<file path="src/rtl/cpu_state_pkg.sv">
`default_nettype none
package cpu_state_pkg;
  // status register field positions
  localparam int FLAG_CARRY_BIT      = 7;
  localparam int FLAG_NEGATIVE_BIT   = 6;
  localparam int FLAG_ZERO_BIT       = 5;
  localparam int FLAG_OVERFLOW_BIT   = 4;
  localparam int LEVEL_TWO_IRQ_BIT   = 3;
  localparam int LEVEL_ONE_IRQ_BIT   = 2;
  localparam logic [7:0] FLAGS_WRITE_MASK = 8'hfc;
  localparam logic [7:0] FLAGS_RESET      = 8'h00;
  localparam logic [7:0] STACK_RESET      = 8'h00;
  // memory map
  localparam logic [15:0] RAM_BASE        = 16'h0000;
  localparam logic [15:0] RAM_LAST        = 16'h00ff;
  localparam logic [15:0] VECTOR_HIGH     = 16'h7ffe;
  localparam logic [15:0] VECTOR_LOW      = 16'h7fff;
  // apb register byte offsets
  localparam logic [11:0] REG_FLAGS       = 12'h000;
  localparam logic [11:0] REG_STACK       = 12'h004;
  localparam logic [11:0] REG_INSTR_ADDR  = 12'h008;
  localparam logic [11:0] REG_POWER       = 12'h00c;
  localparam logic [11:0] REG_STACK_OP    = 12'h010;
  localparam logic [11:0] REG_RAM_BASE    = 12'h400;
  // power control field codes
  localparam logic [1:0] POWER_RUN        = 2'h0;
  localparam logic [1:0] POWER_STANDBY    = 2'h1;
  localparam logic [1:0] POWER_HALT       = 2'h2;
  typedef enum logic [2:0] {
    CORE_VEC_HIGH,
    CORE_VEC_LOW,
    CORE_RUN,
    CORE_STANDBY,
    CORE_HALT
  } core_state_t;
endpackage
`default_nettype wire

</file>
<file path="src/rtl/cpu_core_state.sv">
// Summary of operation
// RL1: eight-bit pointer addresses latest stack entry
// RL2: push increments pointer, then writes byte
// RL3: pop reads byte, then decrements pointer
// RL4: stack may sit anywhere in RAM
// RL5: carry negative zero overflow two enables, bits 7..2
// RL6: six flag bits read/write, reset zero
// RL7: condition flags follow results; jumps test them
// RL8: each enable gates one interrupt level
// RL9: program counter is high and low bytes
// RL10: reset loads vector from 7ffe and 7fff
// RL11: low-power modes stop fetch and execute
// RL12: standby keeps oscillator and timer running
// RL13: halt stops everything including oscillator
// RL14: RAM and configuration kept through low power
// RL15: reset clears first two RAM registers only
// RL16: 256-byte RAM mapped 0000h to 00ffh
// RL17: wake on reset or enabled interrupt
`timescale 1ns/100ps
`default_nettype none
module cpu_core_state
  import cpu_state_pkg::*;
(
  input  wire logic        ref_clk,        // system clock
  input  wire logic        rst,            // async reset, high
  input  wire logic        psel,           // apb select
  input  wire logic        penable,        // apb access phase
  input  wire logic        pwrite,         // apb direction
  input  wire logic [11:0] paddr,          // apb byte address
  input  wire logic [31:0] pwdata,         // apb write data
  output logic      [31:0] prdata,         // apb read data
  output logic             pready,         // apb ready
  output logic             pslverr,        // apb error
  input  wire logic        alu_valid,      // instruction result strobe
  input  wire logic [3:0]  alu_flags,      // result c n z v
  input  wire logic [1:0]  irq_req,        // level two, level one requests
  input  wire logic [7:0]  vector_data,    // program memory read data
  output logic      [15:0] vector_addr,    // program memory address
  output logic      [15:0] next_instruction_address, // fetch address
  output logic             fetch_enable,   // cpu may fetch and execute
  output logic             osc_enable,     // oscillator run
  output logic             timer_enable,   // timer run
  output logic      [1:0]  irq_accept,     // gated interrupt levels
  output logic      [3:0]  cond_flags      // flags for conditional jumps
);
  // ****************************************
  // state
  // ****************************************
  core_state_t  state_q;
  logic [7:0]   cpu_condition_flags_q;
  logic [7:0]   stack_top_pointer_q;
  logic [7:0]   instr_addr_high_byte_q;
  logic [7:0]   instr_addr_low_byte_q;
  logic [7:0]   ram [0:255];
  logic [7:0]   pop_data_q;
  logic         init_done_q;
  logic [7:0]   init_idx_q;
  logic         level_two_irq_enable;
  logic         level_one_irq_enable;
  logic [1:0]   irq_gated;
  logic         acc_wr;
  logic [1:0]   irq_meta_q;
  logic [1:0]   irq_mid_q;
  logic [1:0]   irq_last_q;
  logic [1:0]   irq_sync_q;
  logic         in_ram;
  logic         wake;

  assign level_two_irq_enable = cpu_condition_flags_q[LEVEL_TWO_IRQ_BIT];
  assign level_one_irq_enable = cpu_condition_flags_q[LEVEL_ONE_IRQ_BIT];
  assign irq_gated = irq_sync_q & {level_two_irq_enable, level_one_irq_enable}; // RL8
  assign wake      = |irq_gated; // RL17
  assign acc_wr    = psel && penable && pwrite && pready;
  assign in_ram    = (paddr >= REG_RAM_BASE) && (paddr < (REG_RAM_BASE + 12'h400));

  // ****************************************
  // interrupt request synchroniser
  // ****************************************
  // requests come from pins: a change counts once stages two and three agree
  always_ff @(posedge ref_clk or posedge rst) begin
    if (rst) begin
      irq_meta_q <= 2'h0;
      irq_mid_q  <= 2'h0;
      irq_last_q <= 2'h0;
    end else begin
      irq_meta_q <= irq_req;
      irq_mid_q  <= irq_meta_q;
      irq_last_q <= irq_mid_q;
    end
  end

  always_ff @(posedge ref_clk or posedge rst) begin
    if (rst) begin
      irq_sync_q <= 2'h0;
    end else begin
      for (int i = 0; i < 2; i++) begin
        if (irq_mid_q[i] == irq_last_q[i]) irq_sync_q[i] <= irq_last_q[i];
      end
    end
  end

  // ****************************************
  // reset vector and power sequencing
  // ****************************************
  always_ff @(posedge ref_clk or posedge rst) begin
    if (rst) begin
      state_q <= CORE_VEC_HIGH;
      instr_addr_high_byte_q <= 8'h00;
      instr_addr_low_byte_q <= 8'h00;
    end else begin
      unique case (state_q)
        CORE_VEC_HIGH: begin
          instr_addr_high_byte_q <= vector_data; // RL10
          state_q <= CORE_VEC_LOW;
        end
        CORE_VEC_LOW: begin
          instr_addr_low_byte_q <= vector_data; // RL10
          state_q <= CORE_RUN;
        end
        CORE_RUN: begin
          if (acc_wr && paddr == REG_INSTR_ADDR) begin
            {instr_addr_high_byte_q, instr_addr_low_byte_q} <= pwdata[15:0]; // RL9
          end else if (acc_wr && paddr == REG_POWER && pwdata[1:0] == POWER_STANDBY) begin
            state_q <= CORE_STANDBY;
          end else if (acc_wr && paddr == REG_POWER && pwdata[1:0] == POWER_HALT) begin
            state_q <= CORE_HALT;
          end
        end
        CORE_STANDBY: if (wake) state_q <= CORE_RUN; // RL17
        CORE_HALT:    if (wake) state_q <= CORE_RUN; // RL17
        default:      state_q <= CORE_VEC_HIGH;
      endcase
    end
  end

  always_ff @(posedge ref_clk or posedge rst) begin
    if (rst) begin
      vector_addr <= VECTOR_HIGH;
      next_instruction_address <= 16'h0000;
      fetch_enable <= 1'b0;
      osc_enable <= 1'b1;
      timer_enable <= 1'b1;
      irq_accept <= 2'h0;
      cond_flags <= 4'h0;
    end else begin
      vector_addr <= (state_q == CORE_VEC_HIGH) ? VECTOR_LOW : VECTOR_HIGH;
      next_instruction_address <= {instr_addr_high_byte_q, instr_addr_low_byte_q}; // RL9
      fetch_enable <= (state_q == CORE_RUN) && !(acc_wr && paddr == REG_POWER && pwdata[1:0] != POWER_RUN); // RL11
      osc_enable <= (state_q != CORE_HALT); // RL12 RL13
      timer_enable <= (state_q != CORE_HALT); // RL12 RL13
      irq_accept <= irq_gated; // RL8
      cond_flags <= cpu_condition_flags_q[7:4]; // RL7
    end
  end

  // ****************************************
  // status flags
  // ****************************************
  always_ff @(posedge ref_clk or posedge rst) begin
    if (rst) begin
      cpu_condition_flags_q <= FLAGS_RESET; // RL6
    end else if (acc_wr && paddr == REG_FLAGS) begin
      cpu_condition_flags_q <= pwdata[7:0] & FLAGS_WRITE_MASK; // RL5 RL6
    end else if (alu_valid && state_q == CORE_RUN) begin
      cpu_condition_flags_q[7:4] <= alu_flags; // RL7
    end
  end

  // ****************************************
  // stack and ram
  // ****************************************
  always_ff @(posedge ref_clk or posedge rst) begin
    if (rst) begin
      stack_top_pointer_q <= STACK_RESET;
      pop_data_q <= 8'h00;
    end else if (acc_wr && paddr == REG_STACK) begin
      stack_top_pointer_q <= pwdata[7:0]; // RL4
    end else if (acc_wr && paddr == REG_STACK_OP && pwdata[8]) begin
      stack_top_pointer_q <= stack_top_pointer_q + 8'h01; // RL2
    end else if (acc_wr && paddr == REG_STACK_OP && pwdata[9]) begin
      pop_data_q <= ram[stack_top_pointer_q]; // RL3
      stack_top_pointer_q <= stack_top_pointer_q - 8'h01; // RL3
    end
  end

  always_ff @(posedge ref_clk or posedge rst) begin
    if (rst) begin
      init_done_q <= 1'b0;
      init_idx_q <= 8'h00;
    end else if (!init_done_q) begin
      init_idx_q <= init_idx_q + 8'h01;
      if (init_idx_q == 8'h01) init_done_q <= 1'b1; // RL15
    end
  end

  // ram has no reset: contents survive low power and reset except r0, r1
  always_ff @(posedge ref_clk) begin
    if (!init_done_q) begin
      ram[init_idx_q] <= 8'h00; // RL15
    end else if (acc_wr && paddr == REG_STACK_OP && pwdata[8]) begin
      ram[stack_top_pointer_q + 8'h01] <= pwdata[7:0]; // RL2
    end else if (acc_wr && in_ram) begin
      ram[paddr[9:2]] <= pwdata[7:0]; // RL16 RL14
    end
  end

  // ****************************************
  // apb slave
  // ****************************************
  always_ff @(posedge ref_clk or posedge rst) begin
    if (rst) begin
      pready <= 1'b0;
      pslverr <= 1'b0;
      prdata <= 32'h0000_0000;
    end else begin
      pready <= psel && !penable && init_done_q;
      pslverr <= 1'b0;
      if (psel && !penable) begin
        pslverr <= !(in_ram || paddr == REG_FLAGS || paddr == REG_STACK || paddr == REG_INSTR_ADDR
                     || paddr == REG_POWER || paddr == REG_STACK_OP);
        prdata <= 32'h0000_0000;
        if (!pwrite) begin
          if (in_ram) prdata <= {24'h0, ram[paddr[9:2]]}; // RL16
          else if (paddr == REG_FLAGS) prdata <= {24'h0, cpu_condition_flags_q}; // RL5
          else if (paddr == REG_STACK) prdata <= {24'h0, stack_top_pointer_q}; // RL1
          else if (paddr == REG_INSTR_ADDR) prdata <= {16'h0, instr_addr_high_byte_q, instr_addr_low_byte_q};
          else if (paddr == REG_POWER) prdata <= {29'h0, state_q};
          else if (paddr == REG_STACK_OP) prdata <= {24'h0, pop_data_q};
        end
      end else if (!psel) begin
        pready <= 1'b0;
      end
      if (pready) pready <= 1'b0;
    end
  end

  // ****************************************
  // checks
  // ****************************************
  a_push_increments: assert property (@(posedge ref_clk) disable iff (rst)
    (acc_wr && paddr == REG_STACK_OP && pwdata[8]) |=> stack_top_pointer_q == $past(stack_top_pointer_q) + 8'h01)
    else $error("push did not increment pointer"); // RL2
  a_pop_decrements: assert property (@(posedge ref_clk) disable iff (rst)
    (acc_wr && paddr == REG_STACK_OP && !pwdata[8] && pwdata[9]) |=> stack_top_pointer_q == $past(stack_top_pointer_q) - 8'h01)
    else $error("pop did not decrement pointer"); // RL3
  a_flags_reserved: assert property (@(posedge ref_clk) disable iff (rst)
    cpu_condition_flags_q[1:0] == 2'b00)
    else $error("reserved flag bits set"); // RL5
  a_irq_gate_ok: assert property (@(posedge ref_clk) disable iff (rst)
    irq_accept[1] |-> $past(irq_sync_q[1] && level_two_irq_enable))
    else $error("level two passed while disabled"); // RL8
  a_low_no_fetch: assert property (@(posedge ref_clk) disable iff (rst)
    (state_q == CORE_STANDBY || state_q == CORE_HALT) |=> !fetch_enable)
    else $error("fetch during low power"); // RL11
  a_standby_osc: assert property (@(posedge ref_clk) disable iff (rst)
    $past(state_q == CORE_STANDBY) |-> osc_enable && timer_enable)
    else $error("standby stopped oscillator"); // RL12
  a_halt_stops: assert property (@(posedge ref_clk) disable iff (rst)
    $past(state_q == CORE_HALT) |-> !osc_enable && !timer_enable)
    else $error("halt left oscillator running"); // RL13
  a_vector_load: assert property (@(posedge ref_clk) disable iff (rst)
    (state_q == CORE_VEC_LOW) |=> instr_addr_low_byte_q == $past(vector_data) && state_q == CORE_RUN)
    else $error("reset vector low byte not loaded"); // RL10
  a_wake_exit: assert property (@(posedge ref_clk) disable iff (rst)
    (state_q == CORE_HALT && wake) |=> state_q == CORE_RUN)
    else $error("enabled interrupt did not wake"); // RL17

  a_flags_sw_write: assert property (@(posedge ref_clk) disable iff (rst)
    (acc_wr && paddr == REG_FLAGS) |=> cpu_condition_flags_q == ($past(pwdata[7:0]) & FLAGS_WRITE_MASK))
    else $error("flag write not taken"); // RL6
  a_flags_alu_load: assert property (@(posedge ref_clk) disable iff (rst)
    (alu_valid && state_q == CORE_RUN && !(acc_wr && paddr == REG_FLAGS)) |=> cpu_condition_flags_q[7:4] == $past(alu_flags))
    else $error("result flags not loaded"); // RL7
  a_flags_hold_low: assert property (@(posedge ref_clk) disable iff (rst)
    (state_q != CORE_RUN && !(acc_wr && paddr == REG_FLAGS)) |=> $stable(cpu_condition_flags_q))
    else $error("flags changed while stopped"); // RL11 RL14
  a_cond_mirror: assert property (@(posedge ref_clk) disable iff (rst)
    cond_flags == $past(cpu_condition_flags_q[7:4]))
    else $error("jump flags differ from status"); // RL7
  a_irq_level_one: assert property (@(posedge ref_clk) disable iff (rst)
    irq_accept[0] |-> $past(irq_sync_q[0] && level_one_irq_enable))
    else $error("level one passed while disabled"); // RL8

  a_push_writes: assert property (@(posedge ref_clk) disable iff (rst)
    (acc_wr && paddr == REG_STACK_OP && pwdata[8]) |=> ram[stack_top_pointer_q] == $past(pwdata[7:0]))
    else $error("pushed byte not at new top"); // RL2
  a_pop_data: assert property (@(posedge ref_clk) disable iff (rst)
    (acc_wr && paddr == REG_STACK_OP && !pwdata[8] && pwdata[9]) |=> pop_data_q == $past(ram[stack_top_pointer_q]))
    else $error("pop read wrong byte"); // RL3
  a_stack_load: assert property (@(posedge ref_clk) disable iff (rst)
    (acc_wr && paddr == REG_STACK) |=> stack_top_pointer_q == $past(pwdata[7:0]))
    else $error("stack pointer load lost"); // RL1 RL4
  a_ram_write_lands: assert property (@(posedge ref_clk) disable iff (rst)
    (acc_wr && in_ram) |=> ram[$past(paddr[9:2])] == $past(pwdata[7:0]))
    else $error("ram write lost"); // RL16
  a_init_clears: assert property (@(posedge ref_clk) disable iff (rst)
    !init_done_q |=> ram[$past(init_idx_q)] == 8'h00)
    else $error("working register not cleared"); // RL15
  a_init_two_only: assert property (@(posedge ref_clk) disable iff (rst)
    init_done_q |-> init_idx_q == 8'h02)
    else $error("reset cleared more than two registers"); // RL15

  a_pc_mirror: assert property (@(posedge ref_clk) disable iff (rst)
    next_instruction_address == $past({instr_addr_high_byte_q, instr_addr_low_byte_q}))
    else $error("fetch address differs from counter"); // RL9
  a_vector_high: assert property (@(posedge ref_clk) disable iff (rst)
    (state_q == CORE_VEC_HIGH) |=> instr_addr_high_byte_q == $past(vector_data))
    else $error("reset vector high byte not loaded"); // RL10
  a_vector_addr_hi: assert property (@(posedge ref_clk) disable iff (rst)
    (state_q == CORE_VEC_HIGH) |-> vector_addr == VECTOR_HIGH)
    else $error("high vector not addressed"); // RL10
  a_vector_addr_lo: assert property (@(posedge ref_clk) disable iff (rst)
    (state_q == CORE_VEC_LOW) |-> vector_addr == VECTOR_LOW)
    else $error("low vector not addressed"); // RL10
  a_low_hold_pc: assert property (@(posedge ref_clk) disable iff (rst)
    (state_q == CORE_STANDBY || state_q == CORE_HALT) |=> $stable({instr_addr_high_byte_q, instr_addr_low_byte_q}))
    else $error("counter moved in low power"); // RL11 RL14

  a_run_fetch: assert property (@(posedge ref_clk) disable iff (rst)
    $past(state_q == CORE_RUN && !(acc_wr && paddr == REG_POWER && pwdata[1:0] != POWER_RUN)) |-> fetch_enable)
    else $error("no fetch while running"); // RL11
  a_halt_no_fetch: assert property (@(posedge ref_clk) disable iff (rst)
    $past(state_q == CORE_HALT) |-> !fetch_enable)
    else $error("fetch while halted"); // RL11 RL13
  a_run_osc: assert property (@(posedge ref_clk) disable iff (rst)
    $past(state_q == CORE_RUN) |-> osc_enable && timer_enable)
    else $error("oscillator off while running"); // RL12
  a_standby_wake: assert property (@(posedge ref_clk) disable iff (rst)
    (state_q == CORE_STANDBY && wake) |=> state_q == CORE_RUN)
    else $error("enabled interrupt did not end standby"); // RL17

  a_ready_pulse: assert property (@(posedge ref_clk) disable iff (rst)
    pready |=> !pready)
    else $error("ready held past one cycle");
  a_read_flags: assert property (@(posedge ref_clk) disable iff (rst)
    (psel && !penable && !pwrite && paddr == REG_FLAGS) |=> prdata == {24'h0, $past(cpu_condition_flags_q)})
    else $error("flag read wrong"); // RL5 RL6
  a_read_stack: assert property (@(posedge ref_clk) disable iff (rst)
    (psel && !penable && !pwrite && paddr == REG_STACK) |=> prdata == {24'h0, $past(stack_top_pointer_q)})
    else $error("stack pointer read wrong"); // RL1
  a_read_popped: assert property (@(posedge ref_clk) disable iff (rst)
    (psel && !penable && !pwrite && paddr == REG_STACK_OP) |=> prdata == {24'h0, $past(pop_data_q)})
    else $error("popped byte read wrong"); // RL3
endmodule
`default_nettype wire

</file>
<file path="config.mk">
export PLATFORM = sky130hd
export DESIGN_NAME = cpu_core_state
export DESIGN_NICKNAME = d
export VERILOG_FILES = /design/src/rtl/cpu_state_pkg.sv /design/src/rtl/cpu_core_state.sv
export SDC_FILE = /design/constraint.sdc
export NUM_CORES = 2
export LEC_CHECK = 0
export ABC_AREA = 0
export BUFFER_PORTS_ARGS = -buffer_cell sky130_fd_sc_hd__buf_2
export CAP_MARGIN = 20
export CORE_AREA = 3 3 852 430
export DETAILED_ROUTE_END_ITERATION = 10
export DIE_AREA = 0 0 855 433
export GPL_ROUTABILITY_DRIVEN = 0
export PLACE_DENSITY_LB_ADDON = 0.05
export SYNTH_ARGS = -nofsm -noshare
export SYNTH_HDL_FRONTEND = slang
export SYNTH_SLANG_ARGS = --single-unit
</file>
<file path="constraint.sdc">
create_clock -name ref_clk -period 11 [get_ports ref_clk]
set_input_delay 1.65 -clock ref_clk [delete_from_list [all_inputs] [get_ports ref_clk]]
set_output_delay 1.65 -clock ref_clk [all_outputs]
set_load 0.005 [all_outputs]
</file>
==> flow_summary.yaml <==
critical_path:
  path_cells: "clkbuf_8 -> or3_1 -> buf_4 -> nor4_4 -> a41oi_1 -> a221oi_1 -> nor2b_1 -> nand2_4 -> nor2_1"
  regToRegSetupSlack_ns: 5.16
  required_ns: 11.53
  cp_top_family: "simple AND/OR/NAND/NOR gates"
  r2r_cells: 9
  cp.arrival_ns: 6.95
  cp-start-kind: "primary input"
  path_depth: 9
  slowest_delay_ns: 1.11
  cp_max_fo: 26
  critPathSlowestCell: "nor2_1"
  path_class: "primary input to register"
  crit_buf_inv: 2
  cp-end-kind: "register"
clock_network:
  clock_latency_ns: 0.94
  cts_buffers: 227
  cts_tree: "yes"
  cts_buffer_depth: 4
  post_cts_resized: 0
  cts_max_level: 4
  cts_root_buffer: "clkbuf_16"
  postCtsHoldBufs: 0
  cts.clk_slew.worst_paths_ns: 0.06
  post-cts-setup-buffer-count: 0
  clock_sinks: 2149
finish:
  multi_input_area_um2: 34700
  drive_gt1_share_pct: 32.5
  finalNetCount: 5499
  seq_area_um2: 64000
  area_growth_pct: 13.9
  fin_area_um2: 114000
  fillers: 34600
synth:
  yosys_warnings: 0
  yosysUniqueCellTypes: 80
  syn_area_um2: 100000
  postSynthAreaPerCell_um2: 18.9
  synth_seq_cells: 2149
  seq_area_frac_synth_pct: 63.7
  synthArstFlopShare_pct: 4.70
  syn-instance-count: 5313
  yosys_most_used_dff: "edfxtp_1"
  synth_edf_count: 2048
timing:
  rsz0062_at_grt: "false"
  fin_skew_ns: 0.0479
  clock.fmax_mhz: 156
  hold_violations: 0
  drv_slew: 0
  setup-violations-final: 0
  fin_crit_ns: 6.43
  tightestPinTransition_ns: 1.43
  max_slew_margin_pct: 4.66
  post-route-period-util_pct: 58.4
power_and_ir_drop:
  switchingPower_uw: 4040
  combPwrFrac_pct: 4.2
  p_seq_share_pct: 51.2
  p_per_area_nw_per_um2: 153
  power_uw: 17600
  leakage_uw: 0.0283
  p_clk_share_pct: 44.5
  p_int_uw: 13500
  switching_share_pct: 23.0
  vdd.ir_drop.worst_mv: 0.114
global_routing:
  grt_pass1_vias: 59900
  grt_pass1_wl_um: 595000
  gr-total-overflow: 0
  grt_usage_pct: 24.1
  antenna_found_initial: 54
  grt_max_degree: 157
floorplanning:
  die_h_um: 433
  coreArea_um2: 360000
  die_w_um: 855
  io-pin-count: 139
  start_util_pct: 27.9
  die_area_um2: 370000
  rows: 156
place:
  dpl.hpwl_um: 303000
  io_buffer_count: 91
  postPlaceCellArea_um2: 107000
worst_hold_path:
  hp-class: "register to register"
  min_path_cells: 0
drt:
  routed_via_density: 5.79
  drtIter0Drc: 8442
  post-route-drc-count: 0
  vias: 60400
  ant_nets: 0
  routed_wl_um: 455000
  drtPass1Iterations: 6
  avgRoutedWirePerCell_um: 43.6
job:
  max_cap_viol_count: 0
outcome:
  status: "completed"
## state kept, by name, indices dropped and copies added, names as in the netlist, 2 cells and up
register,cells
irq_meta_q,2
instr_addr_low_byte_q,8
instr_addr_high_byte_q,8
ram,2048
pop_data_q,8
irq_accept,2
irq_last_q,2
irq_mid_q,2
cond_flags,4
init_idx_q,8
cpu_condition_flags_q,6
next_instruction_address,16
prdata,16
state_q,3
stack_top_pointer_q,8
irq_sync_q,2
## worst register-to-register path, delay by kind of cell (launching register included)
family | cells | cell delay, ns
AND/OR/NAND/NOR | 1 | 0.46
AO/OA/AOI/OAI | 5 | 1.93
flip-flops | 1 | 0.94
multiplexers | 1 | 0.74
buffers and inverters | 2 | 1.63
## Yosys cell counts, drive strengths merged (11+ instances only)
library cell | instances | area, um2
a2111oi | 12 | 105
a211oi | 32 | 240
a21oi | 115 | 576
a221oi | 44 | 385
a22o | 33 | 289
a22oi | 126 | 946
a31oi | 24 | 150
and2 | 18 | 113
and3 | 11 | 68.8
buf | 268 | 1460
clkbuf | 181 | 679
dfrtp | 100 | 2500
edfxtp | 2048 | 61500
mux2 | 36 | 405
mux2i | 133 | 1330
mux4 | 1077 | 24300
nand2 | 193 | 764
nand2b | 18 | 113
nand3 | 58 | 290
nand4 | 21 | 131
nor2 | 351 | 1320
nor2b | 59 | 369
nor3 | 38 | 190
nor4 | 16 | 130
o211ai | 14 | 105
o21ai | 82 | 410
o221ai | 12 | 105
o22ai | 42 | 263
o31ai | 11 | 82.6
## metrics by stage
stage	cells	setup WS, ns	utilization (%)	setup TNS (ns)	hold WS (ns)
after global placement	9995	3.77	29.7	0	0.345
final	10400	4.57	31.8	0	0.356
after detailed placement	10000	3.61	29.8	0	0.337
after global routing	10400	4.51	31.8	0	0.379
after floorplan	5342	-0.128	-	-262.17	0.331
after CTS	10400	4.59	31.7	0	0.358
## power groups by stage
stage | combinational, uW | clock, uW | sequential [uW]
3_3_place_gp | 744 | 0 | 9170
3_5_place_dp | 743 | 0 | 9170
5_1_grt | 783 | 8290 | 9000
4_1_cts | 744 | 7980 | 8990
6_report | 743 | 7820 | 8990
2_1_floorplan | 396 | 0 | 9130
## area by class of cell
| cell class | instances | share of cell area, % |
|---|---|---|
| Clock buffer | 289 | 5.31 |
| Sequential cell | 2149 | 56.0 |
| Timing Repair Buffer | 309 | 2.17 |
| Clock inverter | 114 | 0.937 |
| Antenna cell | 10 | 0.0219 |
| Inverter | 13 | 0.0448 |
| Multi-Input combinational cell | 2731 | 30.3 |
| Tap cell | 4819 | 5.27 |
## path summary, 6_finish.rpt
path,startpoint,endpoint
max,paddr[5],ram[104][3]
min,irq_meta_q[0],irq_mid_q[0]
max reg2reg,stack_top_pointer_q[0],pop_data_q[2]
min reg2reg,irq_meta_q[0],irq_mid_q[0]
max in group asynchronous,rst,stack_top_pointer_q[4]
min in group asynchronous,rst,next_instruction_address[7]
## cell families (layout without fill, tap and decap cells)
family	Yosys count	in the layout	share of synthesized area, %
AOI/OAI and AO/OA	612	612	4.23
xor gates and xnor gates	12	12	0.105
adders and majority gates	6	6	0.0698
buffers and inverters	462	725	2.18
DFF	2149	2149	63.7
muxes	1246	1246	25.9
other	2	41	0.00748
and+or+nand+nor	824	824	3.80
## cells in the final DEF, fill, tap and decap left out, drive strengths merged, types with 36 or more instances in the layout
cell type	netlist	routed
a21oi	115	115
a221oi	44	44
a22oi	126	126
buf	268	307
clkbuf	181	291
clkinv	3	86
dfrtp	100	100
edfxtp	2048	2048
mux2	36	36
mux2i	133	133
mux4	1077	1077
nand2	193	193
nand3	58	58
nor2	351	351
nor2b	59	59
nor3	38	38
o21ai	82	82
o22ai	42	42
## routing by layer
layer | vias to the layer above | GRT usage, % | wire, um
met3 | 496 | 5.82 | 41000
met1 | 34000 | 36.0 | 207000
met2 | 2958 | 35.5 | 197000
met4 | 6 | 5.23 | 10700
met5 | - | 0 | 39
li1 | 22900 | - | -
No activity file was read; power rests on OpenSTA's default activity.
